## src/shared/swd_map.svh

```systemverilog
`ifndef SWD_MAP_SVH
`define SWD_MAP_SVH

// Window offset width (offset bits 14..0)
`define SWD_OFS_W 15
// Base of the 32KB memory window held in BAR0 (bits 31..15 decode)
`define SWD_MEM_BASE_LSB 15
// I/O pointer space at BAR1 is 8 bytes
`define SWD_IO_BASE_LSB 3
// Region boundaries, byte offsets inside the window
`define SWD_MSG_LO 15'h0000
`define SWD_MSG_HI 15'h03ff
`define SWD_OPS_LO 15'h0400
`define SWD_OPS_HI 15'h07ff
`define SWD_RSV_LO 15'h0800
`define SWD_RSV_HI 15'h1fff
`define SWD_DIR_LO 15'h2000
`define SWD_DIR_HI 15'h3fff
`define SWD_SHM_LO 15'h4000
`define SWD_SHM_HI 15'h7fff
// Reset value of chip select polarity: 0 means active low
`define SWD_CS_POL_RST 1'b0

`endif

```

## src/shared/swd_pkg.sv

```systemverilog
`default_nettype none
package swd_pkg;
    typedef enum logic [5:0] {
        SWD_RGN_NONE = 6'h01,
        SWD_RGN_MSG = 6'h02,
        SWD_RGN_OPS = 6'h04,
        SWD_RGN_RSV = 6'h08,
        SWD_RGN_DIR = 6'h10,
        SWD_RGN_SHM = 6'h20
    } swd_region_t;
endpackage
`default_nettype wire

```

## src/swd_decoder.sv

```systemverilog
// How it works
// - PCI memory offset taken relative to BAR0
// - Local accesses decoded only under chip select
// - PCI I/O pointers at BAR1 reach map
// - 32KB window: messages, operations, shared memory
// - Serial clock pin only ever driven low
// - Serial data driven low and sampled
// - Select polarity programmable, low after reset
`timescale 1ns/100ps
`default_nettype none
`include "swd_map.svh"
module swd_decoder
    import swd_pkg::*;
(
    input wire logic clock,
    input wire logic reset_n,
    input wire logic pci_mem_req,
    input wire logic [31:0] pci_addr,
    input wire logic [31:0] bar0,
    input wire logic mem_space_en,
    input wire logic pci_io_req,
    input wire logic [31:0] bar1,
    input wire logic io_space_en,
    input wire logic [14:0] io_pointer,
    input wire logic local_req,
    input wire logic [14:0] local_addr,
    input wire logic local_select,
    input wire logic cs_pol_wr,
    input wire logic cs_pol_val,
    input wire logic serial_clk_out,
    input wire logic serial_data_out,
    output logic scl_o,
    output logic scl_oe,
    input wire logic sda_i,
    output logic sda_o,
    output logic sda_oe,
    output logic serial_data_in,
    output logic pci_hit,
    output swd_pkg::swd_region_t pci_region,
    output logic [14:0] pci_offset,
    output logic local_hit,
    output swd_pkg::swd_region_t local_region,
    output logic [14:0] local_offset,
    output logic cs_pol
);
    import swd_pkg::*;

    function automatic swd_region_t region_of(input logic [14:0] ofs,
                                              input logic is_local);
        swd_region_t r;
        r = SWD_RGN_NONE;
        if (ofs <= `SWD_MSG_HI) begin
            r = SWD_RGN_MSG;
        end else if (ofs <= `SWD_OPS_HI) begin
            r = SWD_RGN_OPS;
        end else if (ofs <= `SWD_RSV_HI) begin
            r = SWD_RGN_RSV;
        end else if (ofs <= `SWD_DIR_HI) begin
            r = is_local ? SWD_RGN_DIR : SWD_RGN_RSV;
        end else begin
            r = SWD_RGN_SHM;
        end
        return r;
    endfunction

    logic [31:0] mem_ofs;
    wire logic mem_match;
    wire logic io_match;
    wire logic pci_take;
    wire logic [14:0] pci_ofs_sel;
    wire logic cs_active;
    wire logic local_take;
    logic sda_s;

    // Upper bits compare against the base, the offset is the address minus BAR0
    assign mem_ofs = pci_addr - bar0;
    assign mem_match = pci_mem_req && mem_space_en &&
        (pci_addr[31:`SWD_MEM_BASE_LSB] ==
         bar0[31:`SWD_MEM_BASE_LSB]);
    assign io_match = pci_io_req && io_space_en &&
        (pci_addr[31:`SWD_IO_BASE_LSB] ==
         bar1[31:`SWD_IO_BASE_LSB]);
    assign pci_take = mem_match || io_match;
    // I/O space reaches the map through the pointer value
    assign pci_ofs_sel = io_match ? io_pointer :
        mem_ofs[14:0];
    assign cs_active = (local_select == cs_pol);
    assign local_take = local_req && cs_active;

    always_ff @(posedge clock or negedge reset_n) begin
        if (!reset_n) begin
            cs_pol <= `SWD_CS_POL_RST;
        end else if (cs_pol_wr) begin
            cs_pol <= cs_pol_val;
        end
    end

    always_ff @(posedge clock or negedge reset_n) begin
        if (!reset_n) begin
            pci_hit <= 1'b0;
            pci_region <= SWD_RGN_NONE;
            pci_offset <= 15'h0000;
        end else begin
            pci_hit <= pci_take;
            pci_offset <= pci_ofs_sel;
            pci_region <= pci_take ? region_of(pci_ofs_sel, 1'b0)
                : SWD_RGN_NONE;
        end
    end

    always_ff @(posedge clock or negedge reset_n) begin
        if (!reset_n) begin
            local_hit <= 1'b0;
            local_region <= SWD_RGN_NONE;
            local_offset <= 15'h0000;
        end else begin
            local_hit <= local_take;
            local_offset <= local_addr;
            local_region <= local_take ? region_of(local_addr, 1'b1)
                : SWD_RGN_NONE;
        end
    end

    // Open-collector pins: output data is always 0, enable pulls low
    assign scl_o = 1'b0;
    assign scl_oe = !serial_clk_out;
    assign sda_o = 1'b0;
    assign sda_oe = !serial_data_out;

    always_ff @(posedge clock or negedge reset_n) begin
        if (!reset_n) begin
            sda_s <= 1'b1;
            serial_data_in <= 1'b1;
        end else begin
            sda_s <= sda_i;
            serial_data_in <= sda_s;
        end
    end
endmodule
`default_nettype wire

```

## config.mk

```make
export PLATFORM = sky130hd
export DESIGN_NAME = swd_decoder
export DESIGN_NICKNAME = d
export VERILOG_FILES = /design/src/shared/swd_pkg.sv /design/src/swd_decoder.sv
export VERILOG_INCLUDE_DIRS = /design/src /design/src/shared
export SDC_FILE = /design/constraint.sdc
export NUM_CORES = 1
export LEC_CHECK = 0
export BUFFER_PORTS_ARGS = -buffer_cell sky130_fd_sc_hd__buf_2
export CORE_MARGIN = 3
export CORE_UTILIZATION = 46
export CTS_CLUSTER_SIZE = 20
export DETAILED_ROUTE_END_ITERATION = 8
export GPL_TIMING_DRIVEN = 0
export PLACE_DENSITY = 0.87
export SLEW_MARGIN = 20
export SYNTH_ARGS = -nofsm -noshare
export SYNTH_HDL_FRONTEND = slang
export SYNTH_SLANG_ARGS = --single-unit
```

## constraint.sdc

```tcl
create_clock -name clock -period 3.8 [get_ports clock]
set_clock_uncertainty 0.2 [all_clocks]
set_input_delay 0.57 -clock clock [delete_from_list [all_inputs] [get_ports clock]]
set_output_delay 0.57 -clock clock [all_outputs]
set_load 0.01 [all_outputs]
```

==> results.md, run 1 <==
| Result | Reported | Unit |
| --- | --- | --- |
| Status | complete, no violations | - |
| Hold Path Sink | sda_s | - |
| Diode count | 0 | - |
| Number of synthesized flops with an enable pin | 0 | - |
| Number of buffers added to fix hold violations after cts | 0 | - |
| CTS Buffer Depth | 2 | - |
| H-tree level count | 2 | - |
| Distinct cells, synth | 46 | - |
| Crit path capture type | register | - |
| Worst path most repeated cell | sky130_fd_sc_hd__inv_1 | - |
| Critical path required time | 3.83 | ns |
| Cell Chain, Critical Path | buf_2 > inv_1 > ha_1 > inv_1 > fa_1 > a21o_1 > a311o_1 > nand3_1 > nor4bb_1 > a211oi_1 > a21oi_1 > nor2b_1 | - |
| Depth of the most critical reg-to-reg path | 4 | - |
| Sequential-to-total area share from yosys stat | 0.405 | - |
| Nets | 638 | - |
| Post-detailed-route wirelength per cell | 14.9 | um |
| CTS Buf Count | 5 | - |
| Post-route ant nets | 0 | - |
| TritonCTS clock tree | yes | - |
| Warnings, synthesis | 0 | - |
| Via count of the first global-routing pass | 2,865 | - |
| Worst setup path start | pci_addr[0] | - |
| Global router's overall resource usage | 0.229 | - |
| Commonest cells post-synth | 42 x sky130_fd_sc_hd__dfrtp_1, 29 x sky130_fd_sc_hd__xnor2_1, 28 x sky130_fd_sc_hd__xor2_1 | - |
| DP Area | 3870 | um2 |
| Delay of the slowest cell on the worst path | 0.42 | ns |
| Final hold violation count | 0 | - |
| Final Slew Violations | 0 | - |
| Number of detailed-routing iterations run before antenna repair | 4 | - |
| HPWL after DPL | 7310 | um |
| Data arrival time of the critical path | 2.90 | ns |
| Area contributors post-synth | sky130_fd_sc_hd__dfrtp_1 37%, sky130_fd_sc_hd__xnor2_1 8.9%, sky130_fd_sc_hd__xor2_1 8.6%, sky130_fd_sc_hd__ha_1 6.1%, sky130_fd_sc_hd__dfstp_2 3.7% | - |
| 1st-iter DRT viols | 63 | - |
| Height of the die | 84.8 | um |
| Worst reg2reg startpoint | cs_pol | - |
| Initial Utilization | 0.480 | - |
| Aggregate global routing overflow | 0 | - |
| Power Total | 1.25 | mW |
| Setup repair bufs after CTS | 0 | - |
| Slowest cell on the critical path | sky130_fd_sc_hd__a311o_1 | - |
| Highest clock rate | 0.348 | GHz |
| Accumulated negative setup slack | 0 | ns |
| Via Count | 2,831 | - |
| Leak | 2.09 | nW |
| Horizontal extent of the die | 84.8 | um |
| Most instantiated library cell after synthesis | sky130_fd_sc_hd__dfrtp_1 | - |
| Final core utilization | 0.666 | - |
| Register-to-register setup slack | 2.33 | ns |
| Setup Viol. Count Final | 0 | - |
| Min Tclk post-route | 2.87 | ns |
| Clk sinks | 46 | - |
| Setup repair after global routing missed its margin | no | - |
| Number of flip-flops and latches in the synthesized netlist | 46 | - |
| CP Launch Type | primary input | - |
| Buffer cell driving the clock tree root | sky130_fd_sc_hd__clkbuf_8 | - |
| Yosys top cell by area | sky130_fd_sc_hd__dfrtp_1 | - |
| Min-delay src | sda_i | - |
| Pin count of the biggest net entering global routing | 47 | - |
| Cts repair resizes | 0 | - |
| Number of core rows | 28 | - |
| Synthesized instance count | 293 | - |
| Critical path type | in -> reg | - |
| Most used flip-flop cell after synthesis | sky130_fd_sc_hd__dfrtp_1 | - |
| Post-Place Setup Slack | 0.640 | ns |
| Mapped cell area | 2860 | um2 |
| Core region area | 5960 | um2 |
| DR DRC count | 0 | - |
| Transition time at the pin with the least slew margin | 0.962 | ns |
| Max-slew headroom | 0.359 | - |
| CP max FO | 4 | - |
| Worst supply voltage drop on vdd | 0.302 | mV |
| Max Cap Violations | 0 | - |
| Post-synthesis async set-or-reset flop share | 1.00 | - |
| Total power density per cell area | 315 | nW/um2 |
| Total of buffers placed on input and output ports | 182 | - |
| Non-Filler Cell Area, Final | 3960 | um2 |
| Share of cells above drive strength 1 | 0.433 | - |
| Kind of cell adding the most delay to the critical path | compound AO/OA/AOI/OAI gates | - |
| Post-route worst setup slack | 0.928 | ns |
| Initial antenna violation count | 0 | - |
| Clk_lat worst skew | 0.29 | ns |
| Worst r2r dst | local_region[2] | - |
| Mean post-synth cell area | 9.75 | um2 |
| First-pass GRT wire length | 13,100 | um |
| Fraction of synthesized cell area taken by the top area cell type | 0.368 | - |
| CTS clk-pin slew, worst paths | 0.08 | ns |
| Routability Congestion | 0.825 | - |
| Via count normalized by instance count | 5.06 | - |
| Overall die area | 7190 | um2 |
| Routed WL | 8330 | um |
| Min-delay worst type | in -> reg | - |
| Post-route fraction of the period consumed by the critical path | 0.756 | - |
| Layout-stage area growth over the synthesis result | 38.8 | % |
| Worst hold path cell count | 1 | - |
| WP buf/inv | 3 | - |
| Number of top-level design ports | 189 | - |
==> placed cells by master, fill, tap and decap left out, types with 4 or more instances in the layout <==
| cell | Yosys | layout |
|---|---|---|
| sky130_fd_sc_hd__mux2_2 | 4 | 4 |
| sky130_fd_sc_hd__clkbuf_8 | 0 | 6 |
| sky130_fd_sc_hd__a211oi_1 | 5 | 5 |
| sky130_fd_sc_hd__nand3_1 | 5 | 5 |
| sky130_fd_sc_hd__nor3_1 | 6 | 6 |
| sky130_fd_sc_hd__dfstp_2 | 4 | 4 |
| sky130_fd_sc_hd__inv_1 | 20 | 20 |
| sky130_fd_sc_hd__dfrtp_1 | 42 | 42 |
| sky130_fd_sc_hd__nor4_1 | 8 | 8 |
| sky130_fd_sc_hd__ha_1 | 14 | 14 |
| sky130_fd_sc_hd__o21ai_0 | 8 | 8 |
| sky130_fd_sc_hd__xnor2_1 | 29 | 29 |
| sky130_fd_sc_hd__nand2_1 | 24 | 24 |
| sky130_fd_sc_hd__xor2_1 | 28 | 28 |
| sky130_fd_sc_hd__buf_2 | 1 | 183 |
| sky130_fd_sc_hd__a21o_1 | 6 | 6 |
| sky130_fd_sc_hd__nor2_1 | 15 | 15 |
| sky130_fd_sc_hd__nand4_1 | 8 | 8 |
| sky130_fd_sc_hd__and3_1 | 9 | 9 |
| sky130_fd_sc_hd__a21oi_1 | 16 | 16 |
==> power by group <==
| group | switching (mW) | internal [mW] |
|---|---|---|
| Clock | 0.150 | 0.146 |
| Sequential | 0.0132 | 0.536 |
| Combinational | 0.214 | 0.187 |
==> area by class of cell <==
class                   instances  area (um2)
fillers                       461        1990
multi-input cells             221        1580
flip-flops and latches         46        1160
repair buffers                182         911
well taps                      75        93.8
clock buffers                   6        82.6
inverters                      20        75.1
plain buffers                   8        50.0
clock inverters                 2        12.5
==> per-stage QoR <==
step / hold slack, ns / instances
4_1_cts: 0.157 / 560
6_report: 0.165 / 560
3_3_place_gp: 0.146 / 552
2_1_floorplan: 0.0744 / 295
3_5_place_dp: 0.156 / 552
5_1_grt: 0.158 / 560
==> layer usage <==
metal | vias up | part of all wire | global-route usage
li1 | 1391 | - | -
met1 | 1260 | 0.37 | 0.247
met2 | 162 | 0.52 | 0.438
met3 | 18 | 0.091 | 0.0510
met4 | 0 | 0.025 | 0.0748
met5 | - | 0 | 0
==> flip-flops by register name (all words and copies together) (netlist names) <==
signal          flops
local_offset       15
pci_offset         15
local_region        6
pci_region          5
cs_pol              1
local_hit           1
pci_hit             1
sda_s               1
serial_data_in      1
==> worst max path at each step <==
stage	endpoint	slack [ns]	depth (start not counted)
finish	pci_region[3]	0.93	12
detailed placement	pci_region[3]	0.64	12
global route	pci_region[2]	0.78	12
CTS	pci_region[3]	0.94	12
floorplan	pci_region[2]	1.01	11
global placement	pci_region[3]	0.65	12
==> cells by family (layout without fill, tap and decap cells) <==
family / count (synthesis) / count (layout) / share of synthesized area
AO/OA/AOI/OAI: 49 / 49 / 0.114
XOR/XNOR: 57 / 57 / 0.175
adder cells (fa/ha/maj): 15 / 15 / 0.0683
buffers and inverters: 28 / 218 / 0.0438
flip-flops: 46 / 46 / 0.405
multiplexers: 4 / 4 / 0.0158
other: 1 / 3 / 0.00131
AND/OR/NAND/NOR: 93 / 93 / 0.177
No activity file was read; power rests on OpenSTA's default activity.
==> run 2: changes to the inputs <==
--- a/config.mk
+++ b/config.mk
@@ -8,11 +8,11 @@
 export LEC_CHECK = 0
 export BUFFER_PORTS_ARGS = -buffer_cell sky130_fd_sc_hd__buf_2
 export CORE_MARGIN = 3
-export CORE_UTILIZATION = 46
+export CORE_UTILIZATION = 43
 export CTS_CLUSTER_SIZE = 20
 export DETAILED_ROUTE_END_ITERATION = 8
 export GPL_TIMING_DRIVEN = 0
-export PLACE_DENSITY = 0.87
+export PLACE_DENSITY = 0.82
 export SLEW_MARGIN = 20
 export SYNTH_ARGS = -nofsm -noshare
 export SYNTH_HDL_FRONTEND = slang
==> constraint.sdc (replaced) <==
create_clock -name clock -period 2.72 [get_ports clock]
set_clock_uncertainty 0.2 [all_clocks]
set_input_delay 0.408 -clock clock [delete_from_list [all_inputs] [get_ports clock]]
set_output_delay 0.408 -clock clock [all_outputs]
set_load 0.01 [all_outputs]
==> results.md, run 2 (synthesis gave the netlist of run 1 again) <==
| Result | Reported | Unit | Delta |
| --- | --- | --- | --- |
| Critical path required time | 2.74 | ns | -1.09 ns |
| Min-delay worst type | in -> reg | - |  |
| Leak | 2.12 | nW | +1.1% |
| First-pass GRT wire length | 12,100 | um | -7.6% |
| Share of cells above drive strength 1 | 0.446 | - | +0.0126 |
| Depth of the most critical reg-to-reg path | 5 | - | +1 |
| Worst reg2reg startpoint | cs_pol | - |  |
| CTS Buffer Depth | 2 | - | unchanged |
| TritonCTS clock tree | yes | - |  |
| DR DRC count | 0 | - | unchanged |
| Diode count | 0 | - | unchanged |
| CTS clk-pin slew, worst paths | 0.08 | ns | about the same |
| Critical path type | in -> reg | - |  |
| Post-detailed-route wirelength per cell | 14.5 | um | -2.5% |
| Min Tclk post-route | 2.56 | ns |  |
| Number of top-level design ports | 189 | - | unchanged |
| Core region area | 6390 | um2 | +7.2% |
| Initial antenna violation count | 0 | - | unchanged |
| Max Cap Violations | 0 | - | unchanged |
| Routability Congestion | 0.806 | - | -2.3% |
| Overall die area | 7660 | um2 | +6.5% |
| Worst supply voltage drop on vdd | 0.642 | mV | +110% |
| Layout-stage area growth over the synthesis result | 41.3 | % |  |
| Post-route ant nets | 0 | - | unchanged |
| HPWL after DPL | 7200 | um | -1.6% |
| Horizontal extent of the die | 87.5 | um | +3.2% |
| Setup repair after global routing missed its margin | no | - |  |
| Routed WL | 8180 | um | -1.8% |
| DP Area | 3870 | um2 | about the same |
| Number of core rows | 29 | - | +3.6% |
| 1st-iter DRT viols | 38 | - | -40% |
| Transition time at the pin with the least slew margin | 0.954 | ns | -0.00731 ns |
| Worst r2r dst | local_region[1] | - |  |
| Via Count | 2,804 | - | -0.95% |
| Fillers | 567 | - | +23% |
| Number of detailed-routing iterations run before antenna repair | 4 | - | unchanged |
| Capture point of the worst path | pci_region[3] | - |  |
| Multi-input gate area | 1630 | um2 | +3.2% |
| Highest-count cells in the layout ignoring fill and taps | 183 x sky130_fd_sc_hd__buf_2, 42 x sky130_fd_sc_hd__dfrtp_1, 29 x sky130_fd_sc_hd__xnor2_1, 28 x sky130_fd_sc_hd__xor2_1, 24 x sky130_fd_sc_hd__nand2_1 | - |  |
| Worst setup path start | pci_addr[0] | - |  |
| Total of buffers placed on input and output ports | 182 | - | unchanged |
| CP max FO | 4 | - | unchanged |
| Final hold violation count | 0 | - | unchanged |
| Buffer cell driving the clock tree root | sky130_fd_sc_hd__clkbuf_8 | - |  |
| Height of the die | 87.5 | um | +3.2% |
| Aggregate global routing overflow | 0 | - | unchanged |
| CTS Buf Count | 5 | - | unchanged |
| Initial Utilization | 0.447 | - | -0.0323 |
| Sequential cell area in the final layout | 1160 | um2 | unchanged |
| CP Launch Type | primary input | - |  |
| Total power density per cell area | 436 | nW/um2 | +38% |
| Highest clock rate | 0.390 | GHz |  |
| Setup Viol. Count Final | 0 | - | unchanged |
| Most frequent standard cell in the layout excluding fill and tap cells | sky130_fd_sc_hd__buf_2 | - |  |
| Clk sinks | 46 | - | unchanged |
| Largest registers in the final layout | local_offset: 15 flops, pci_offset: 15 flops, local_region: 6 flops | - |  |
| Non-Filler Cell Area, Final | 4040 | um2 | +1.8% |
| Status | complete, no violations | - |  |
| Register-to-register setup slack | 1.29 | ns | -1.04 ns |
| Max-slew headroom | 0.364 | - | +0.00487 |
| Crit path capture type | register | - |  |
| Via count of the first global-routing pass | 2,804 | - | -2.1% |
| Data arrival time of the critical path | 2.58 | ns | -0.32 ns |
| Pin count of the biggest net entering global routing | 47 | - | unchanged |
| Final worst hold slack | 0.0201 | ns | -0.145 ns |
| Global router's overall resource usage | 0.204 | - | -0.0246 |
| Via count normalized by instance count | 4.97 | - | -1.7% |
| H-tree level count | 2 | - | unchanged |
| Final core utilization | 0.632 | - | -0.0337 |
| Clk_lat worst skew | 0.29 | ns | about the same |
| Final Slew Violations | 0 | - | unchanged |
| Post-route fraction of the period consumed by the critical path | 0.942 | - |  |
| Nets | 640 | - | +0.31% |
-- run 2: layer usage --
layer  wire length [um]  GRT usage  share of wire  vias to the layer above
met5                  0          0              0                        -
met4                116     0.0544          0.014                        0
met3                859     0.0568           0.10                        9
met2               4330      0.413           0.53                      137
met1               2880      0.199           0.35                     1259
li1                   -          -              -                     1399
-- run 2: power by group --
part	leakage (nW)	internal, mW	switching [mW]
Clock	0.0472	0.204	0.210
Sequential	0.555	0.749	0.0174
Combinational	1.51	0.273	0.305
Total	2.12	1.23	0.532
-- run 2: critical path, stage by stage --
cell and delay (ns):
sky130_fd_sc_hd__buf_2 0.09, sky130_fd_sc_hd__inv_1 0.04, sky130_fd_sc_hd__ha_1 0.16, sky130_fd_sc_hd__inv_1 0.06, sky130_fd_sc_hd__fa_1 0.39, sky130_fd_sc_hd__a21o_1 0.18, sky130_fd_sc_hd__a311o_1 0.36, sky130_fd_sc_hd__nand3_2 0.14
sky130_fd_sc_hd__nor4bb_4 0.24, sky130_fd_sc_hd__a211oi_1 0.08, sky130_fd_sc_hd__a21oi_1 0.24, sky130_fd_sc_hd__nor2b_1 0.18
-- run 2: worst min-delay path by stage --
stage,from,to,slack (ns),cells past startpoint
after floorplan,reset_n,cs_pol,-0.09,0
after global placement,sda_s,serial_data_in,0.15,0
after detailed placement,sda_s,serial_data_in,0.15,0
after CTS,sda_i,sda_s,0.002,1
after global routing,local_addr[3],local_offset[3],0.007,1
final,local_addr[3],local_offset[3],0.02,1
-- run 2: what timing repair did --
item	CTS	global route
gates resized for setup	1	7
pin swaps	0	2
cloned	0	0
setup buffers	0	1
hold buffers	0	1
setup endpoints to repair	1	3
hold endpoints to repair	0	1
-- run 2: through the flow --
step / setup TNS, ns / total power [mW] / cells / setup WS, ns
6_report: 0 / 1.76 / 564 / 0.157
5_1_grt: 0 / 1.87 / 564 / 0.0175
4_1_cts: 0 / 1.76 / 562 / 0.0257
3_5_place_dp: -0.989 / 1.34 / 554 / -0.321
3_3_place_gp: -0.938 / 1.32 / 554 / -0.296
2_1_floorplan: 0 / 1.08 / 295 / 0.0882
-- run 2: layout make-up --
class / count / share of cell area
Buffer: 8 / 0.0124
Clock buffer: 6 / 0.0205
Clock inverter: 2 / 0.00310
Inverter: 20 / 0.0186
Multi-Input combinational cell: 221 / 0.405
Sequential cell: 46 / 0.287
Tap cell: 77 / 0.0239
Timing Repair Buffer: 184 / 0.230
==> run 3: changes to the inputs <==
--- a/config.mk
+++ b/config.mk
@@ -7,7 +7,7 @@
 export NUM_CORES = 1
 export LEC_CHECK = 0
 export BUFFER_PORTS_ARGS = -buffer_cell sky130_fd_sc_hd__buf_2
-export CORE_MARGIN = 3
+export CORE_MARGIN = 10
 export CORE_UTILIZATION = 43
 export CTS_CLUSTER_SIZE = 20
 export DETAILED_ROUTE_END_ITERATION = 8
==> results.md, run 3 (synthesis gave the netlist of run 1 again) <==
| Result | Reported | Unit | Delta |
| --- | --- | --- | --- |
| Leak | 2.11 | nW | -0.29% |
| Layout-stage area growth over the synthesis result | 40.6 | % |  |
| Height of the die | 102 | um | +16% |
| Total of buffers placed on input and output ports | 182 | - | unchanged |
| Final Slew Violations | 0 | - | unchanged |
| Data arrival time of the critical path | 2.55 | ns | -0.03 ns |
| Via Count | 2,878 | - | +2.6% |
| Clk_lat worst skew | 0.28 | ns | about the same |
| Largest registers in the final layout | local_offset: 15 flops, pci_offset: 15 flops, local_region: 6 flops | - |  |
| Via count normalized by instance count | 5.12 | - | +3.0% |
| Highest-count cells in the layout ignoring fill and taps | 183 x sky130_fd_sc_hd__buf_2, 42 x sky130_fd_sc_hd__dfrtp_1, 29 x sky130_fd_sc_hd__xnor2_1, 28 x sky130_fd_sc_hd__xor2_1, 24 x sky130_fd_sc_hd__nand2_1 | - |  |
| 1st-iter DRT viols | 94 | - | +150% |
| Placed cell count | 554 | - | unchanged |
| Min Tclk post-route | 2.58 | ns | +0.0183 ns |
| Aggregate global routing overflow | 0 | - | unchanged |
| DR DRC count | 0 | - | unchanged |
| Clk sinks | 46 | - | unchanged |
| HPWL after DPL | 8640 | um | +20% |
| Accumulated negative setup slack | 0 | ns | unchanged |
| Number of buffers added to fix hold violations after cts | 0 | - | unchanged |
| Critical path type | in -> reg | - |  |
| Pin count of the biggest net entering global routing | 47 | - | unchanged |
| Min-delay worst type | in -> reg | - |  |
| Busiest metal layer after global routing | met2 | - |  |
| First-pass GRT wire length | 14,600 | um | +20% |
| Via count of the first global-routing pass | 3,099 | - | +11% |
| Diode count | 0 | - | unchanged |
| Share of cells above drive strength 1 | 0.445 | - | about the same |
| Non-Filler Cell Area, Final | 4020 | um2 | -0.43% |
| Final hold violation count | 0 | - | unchanged |
| Status | complete, no violations | - |  |
| Routed WL | 9740 | um | +19% |
| CTS Buf Count | 5 | - | unchanged |
| Horizontal extent of the die | 102 | um | +16% |
| Critical path required time | 2.69 | ns | -0.05 ns |
| H-tree level count | 2 | - | unchanged |
| Core region area | 6390 | um2 | unchanged |
| CTS Buffer Depth | 2 | - | unchanged |
| Initial Utilization | 0.447 | - | unchanged |
| Worst supply voltage drop on vdd | 0.542 | mV | -16% |
| Final instance count without filler cells | 562 | - | -0.35% |
| Overall die area | 10,300 | um2 | +35% |
| Met1 Resource Use GR | 0.178 | - | -0.0210 |
| Max-slew headroom | 0.381 | - | +0.0169 |
| CP max FO | 4 | - | unchanged |
| Most frequent standard cell in the layout excluding fill and tap cells | sky130_fd_sc_hd__buf_2 | - |  |
| Number of core rows | 29 | - | unchanged |
| Total power density per cell area | 437 | nW/um2 | +0.30% |
| Transition time at the pin with the least slew margin | 0.929 | ns | -0.0254 ns |
| Post-route fraction of the period consumed by the critical path | 0.949 | - | +0.00673 |
| Setup Viol. Count Final | 0 | - | unchanged |
| Post-route ant nets | 0 | - | unchanged |
| Global router's overall resource usage | 0.176 | - | -0.0281 |
| Number of detailed-routing iterations run before antenna repair | 4 | - | unchanged |
| Post-detailed-route wirelength per cell | 17.3 | um | +19% |
| Routability Congestion | 0.821 | - | +1.9% |
| Nets | 638 | - | -0.31% |
| GRT met2 Usage | 0.312 | - | -0.101 |
| GR Layer Usage met3 | 0.0810 | - | +0.0242 |
| CTS clk-pin slew, worst paths | 0.08 | ns | about the same |
| CP Launch Type | primary input | - |  |
| Number of top-level design ports | 189 | - | unchanged |
| DP Area | 3870 | um2 | unchanged |
| Fillers | 525 | - | -7.4% |
| Crit path capture type | register | - |  |
| TritonCTS clock tree | yes | - |  |
| Buffer cell driving the clock tree root | sky130_fd_sc_hd__clkbuf_8 | - |  |
| Max Cap Violations | 0 | - | unchanged |
| Highest clock rate | 0.387 | GHz | -0.71% |
| Initial antenna violation count | 0 | - | unchanged |
==> run 3: where the power goes <==
group	switching (mW)	internal (mW)	total (mW)	leakage [nW]
Clock	0.202	0.205	0.406	0.0482
Combinational	0.314	0.270	0.584	1.51
Sequential	0.0155	0.749	0.764	0.555
==> run 3: final timing paths <==
| check | from | end | slack [ns] | cells past startpoint |
|---|---|---|---|---|
| setup / recovery | pci_addr[0] | pci_region[1] | 0.14 | 12 |
| hold / removal | sda_i | sda_s | 0.02 | 1 |
| setup reg to reg | cs_pol | local_region[1] | 1.28 | 5 |
| hold reg to reg | sda_s | serial_data_in | 0.16 | 0 |
| max in group asynchronous | reset_n | pci_offset[4] | 1.69 | 1 |
| min in group asynchronous | reset_n | pci_region[1] | 0.06 | 1 |
==> run 3: layout make-up <==
class | count | area [um2] | share of cell area
Inverter | 20 | 75.1 | 0.0187
Buffer | 8 | 50.0 | 0.0125
Clock buffer | 7 | 86.3 | 0.0215
Multi-Input combinational cell | 221 | 1640 | 0.408
Sequential cell | 46 | 1160 | 0.288
Tap cell | 77 | 96.3 | 0.0240
Timing Repair Buffer | 182 | 911 | 0.227
Clock inverter | 1 | 5.00 | 0.00125
==> run 3: through the flow <==
step | utilization | total power, mW | setup WS, ns | hold slack [ns]
2_1_floorplan | - | 1.08 | 0.0882 | -0.0876
3_3_place_gp | 0.606 | 1.33 | -0.286 | 0.146
3_5_place_dp | 0.606 | 1.34 | -0.379 | 0.152
4_1_cts | 0.624 | 1.75 | 0.00362 | 0.0115
5_1_grt | 0.629 | 1.85 | -0.00403 | 0.00786
6_report | 0.629 | 1.76 | 0.139 | 0.0155
==> run 3: what timing repair did <==
item | in CTS | in global routing
endpoints found under the hold margin | 0 | 0
setup buffers | 0 | 0
setup endpoints to repair | 3 | 4
gates resized for setup | 4 | 6
pin swaps | 1 | 1
==> run 3: critical path, stage by stage <==
cell and delay [ns]:
sky130_fd_sc_hd__buf_2 0.10, sky130_fd_sc_hd__inv_1 0.06, sky130_fd_sc_hd__ha_1 0.18, sky130_fd_sc_hd__inv_1 0.06, sky130_fd_sc_hd__fa_1 0.40, sky130_fd_sc_hd__a21o_1 0.19
sky130_fd_sc_hd__a311o_1 0.36, sky130_fd_sc_hd__a21oi_2 0.21, sky130_fd_sc_hd__nand2b_1 0.12, sky130_fd_sc_hd__nand3_1 0.13, sky130_fd_sc_hd__a31oi_2 0.26, sky130_fd_sc_hd__nor3_1 0.08
==> run 3: layer usage <==
metal / vias up / routed length [um]
met5: - / 0
met1: 1277 / 3660
li1: 1394 / -
met2: 191 / 4600
met3: 16 / 1280
met4: 0 / 190
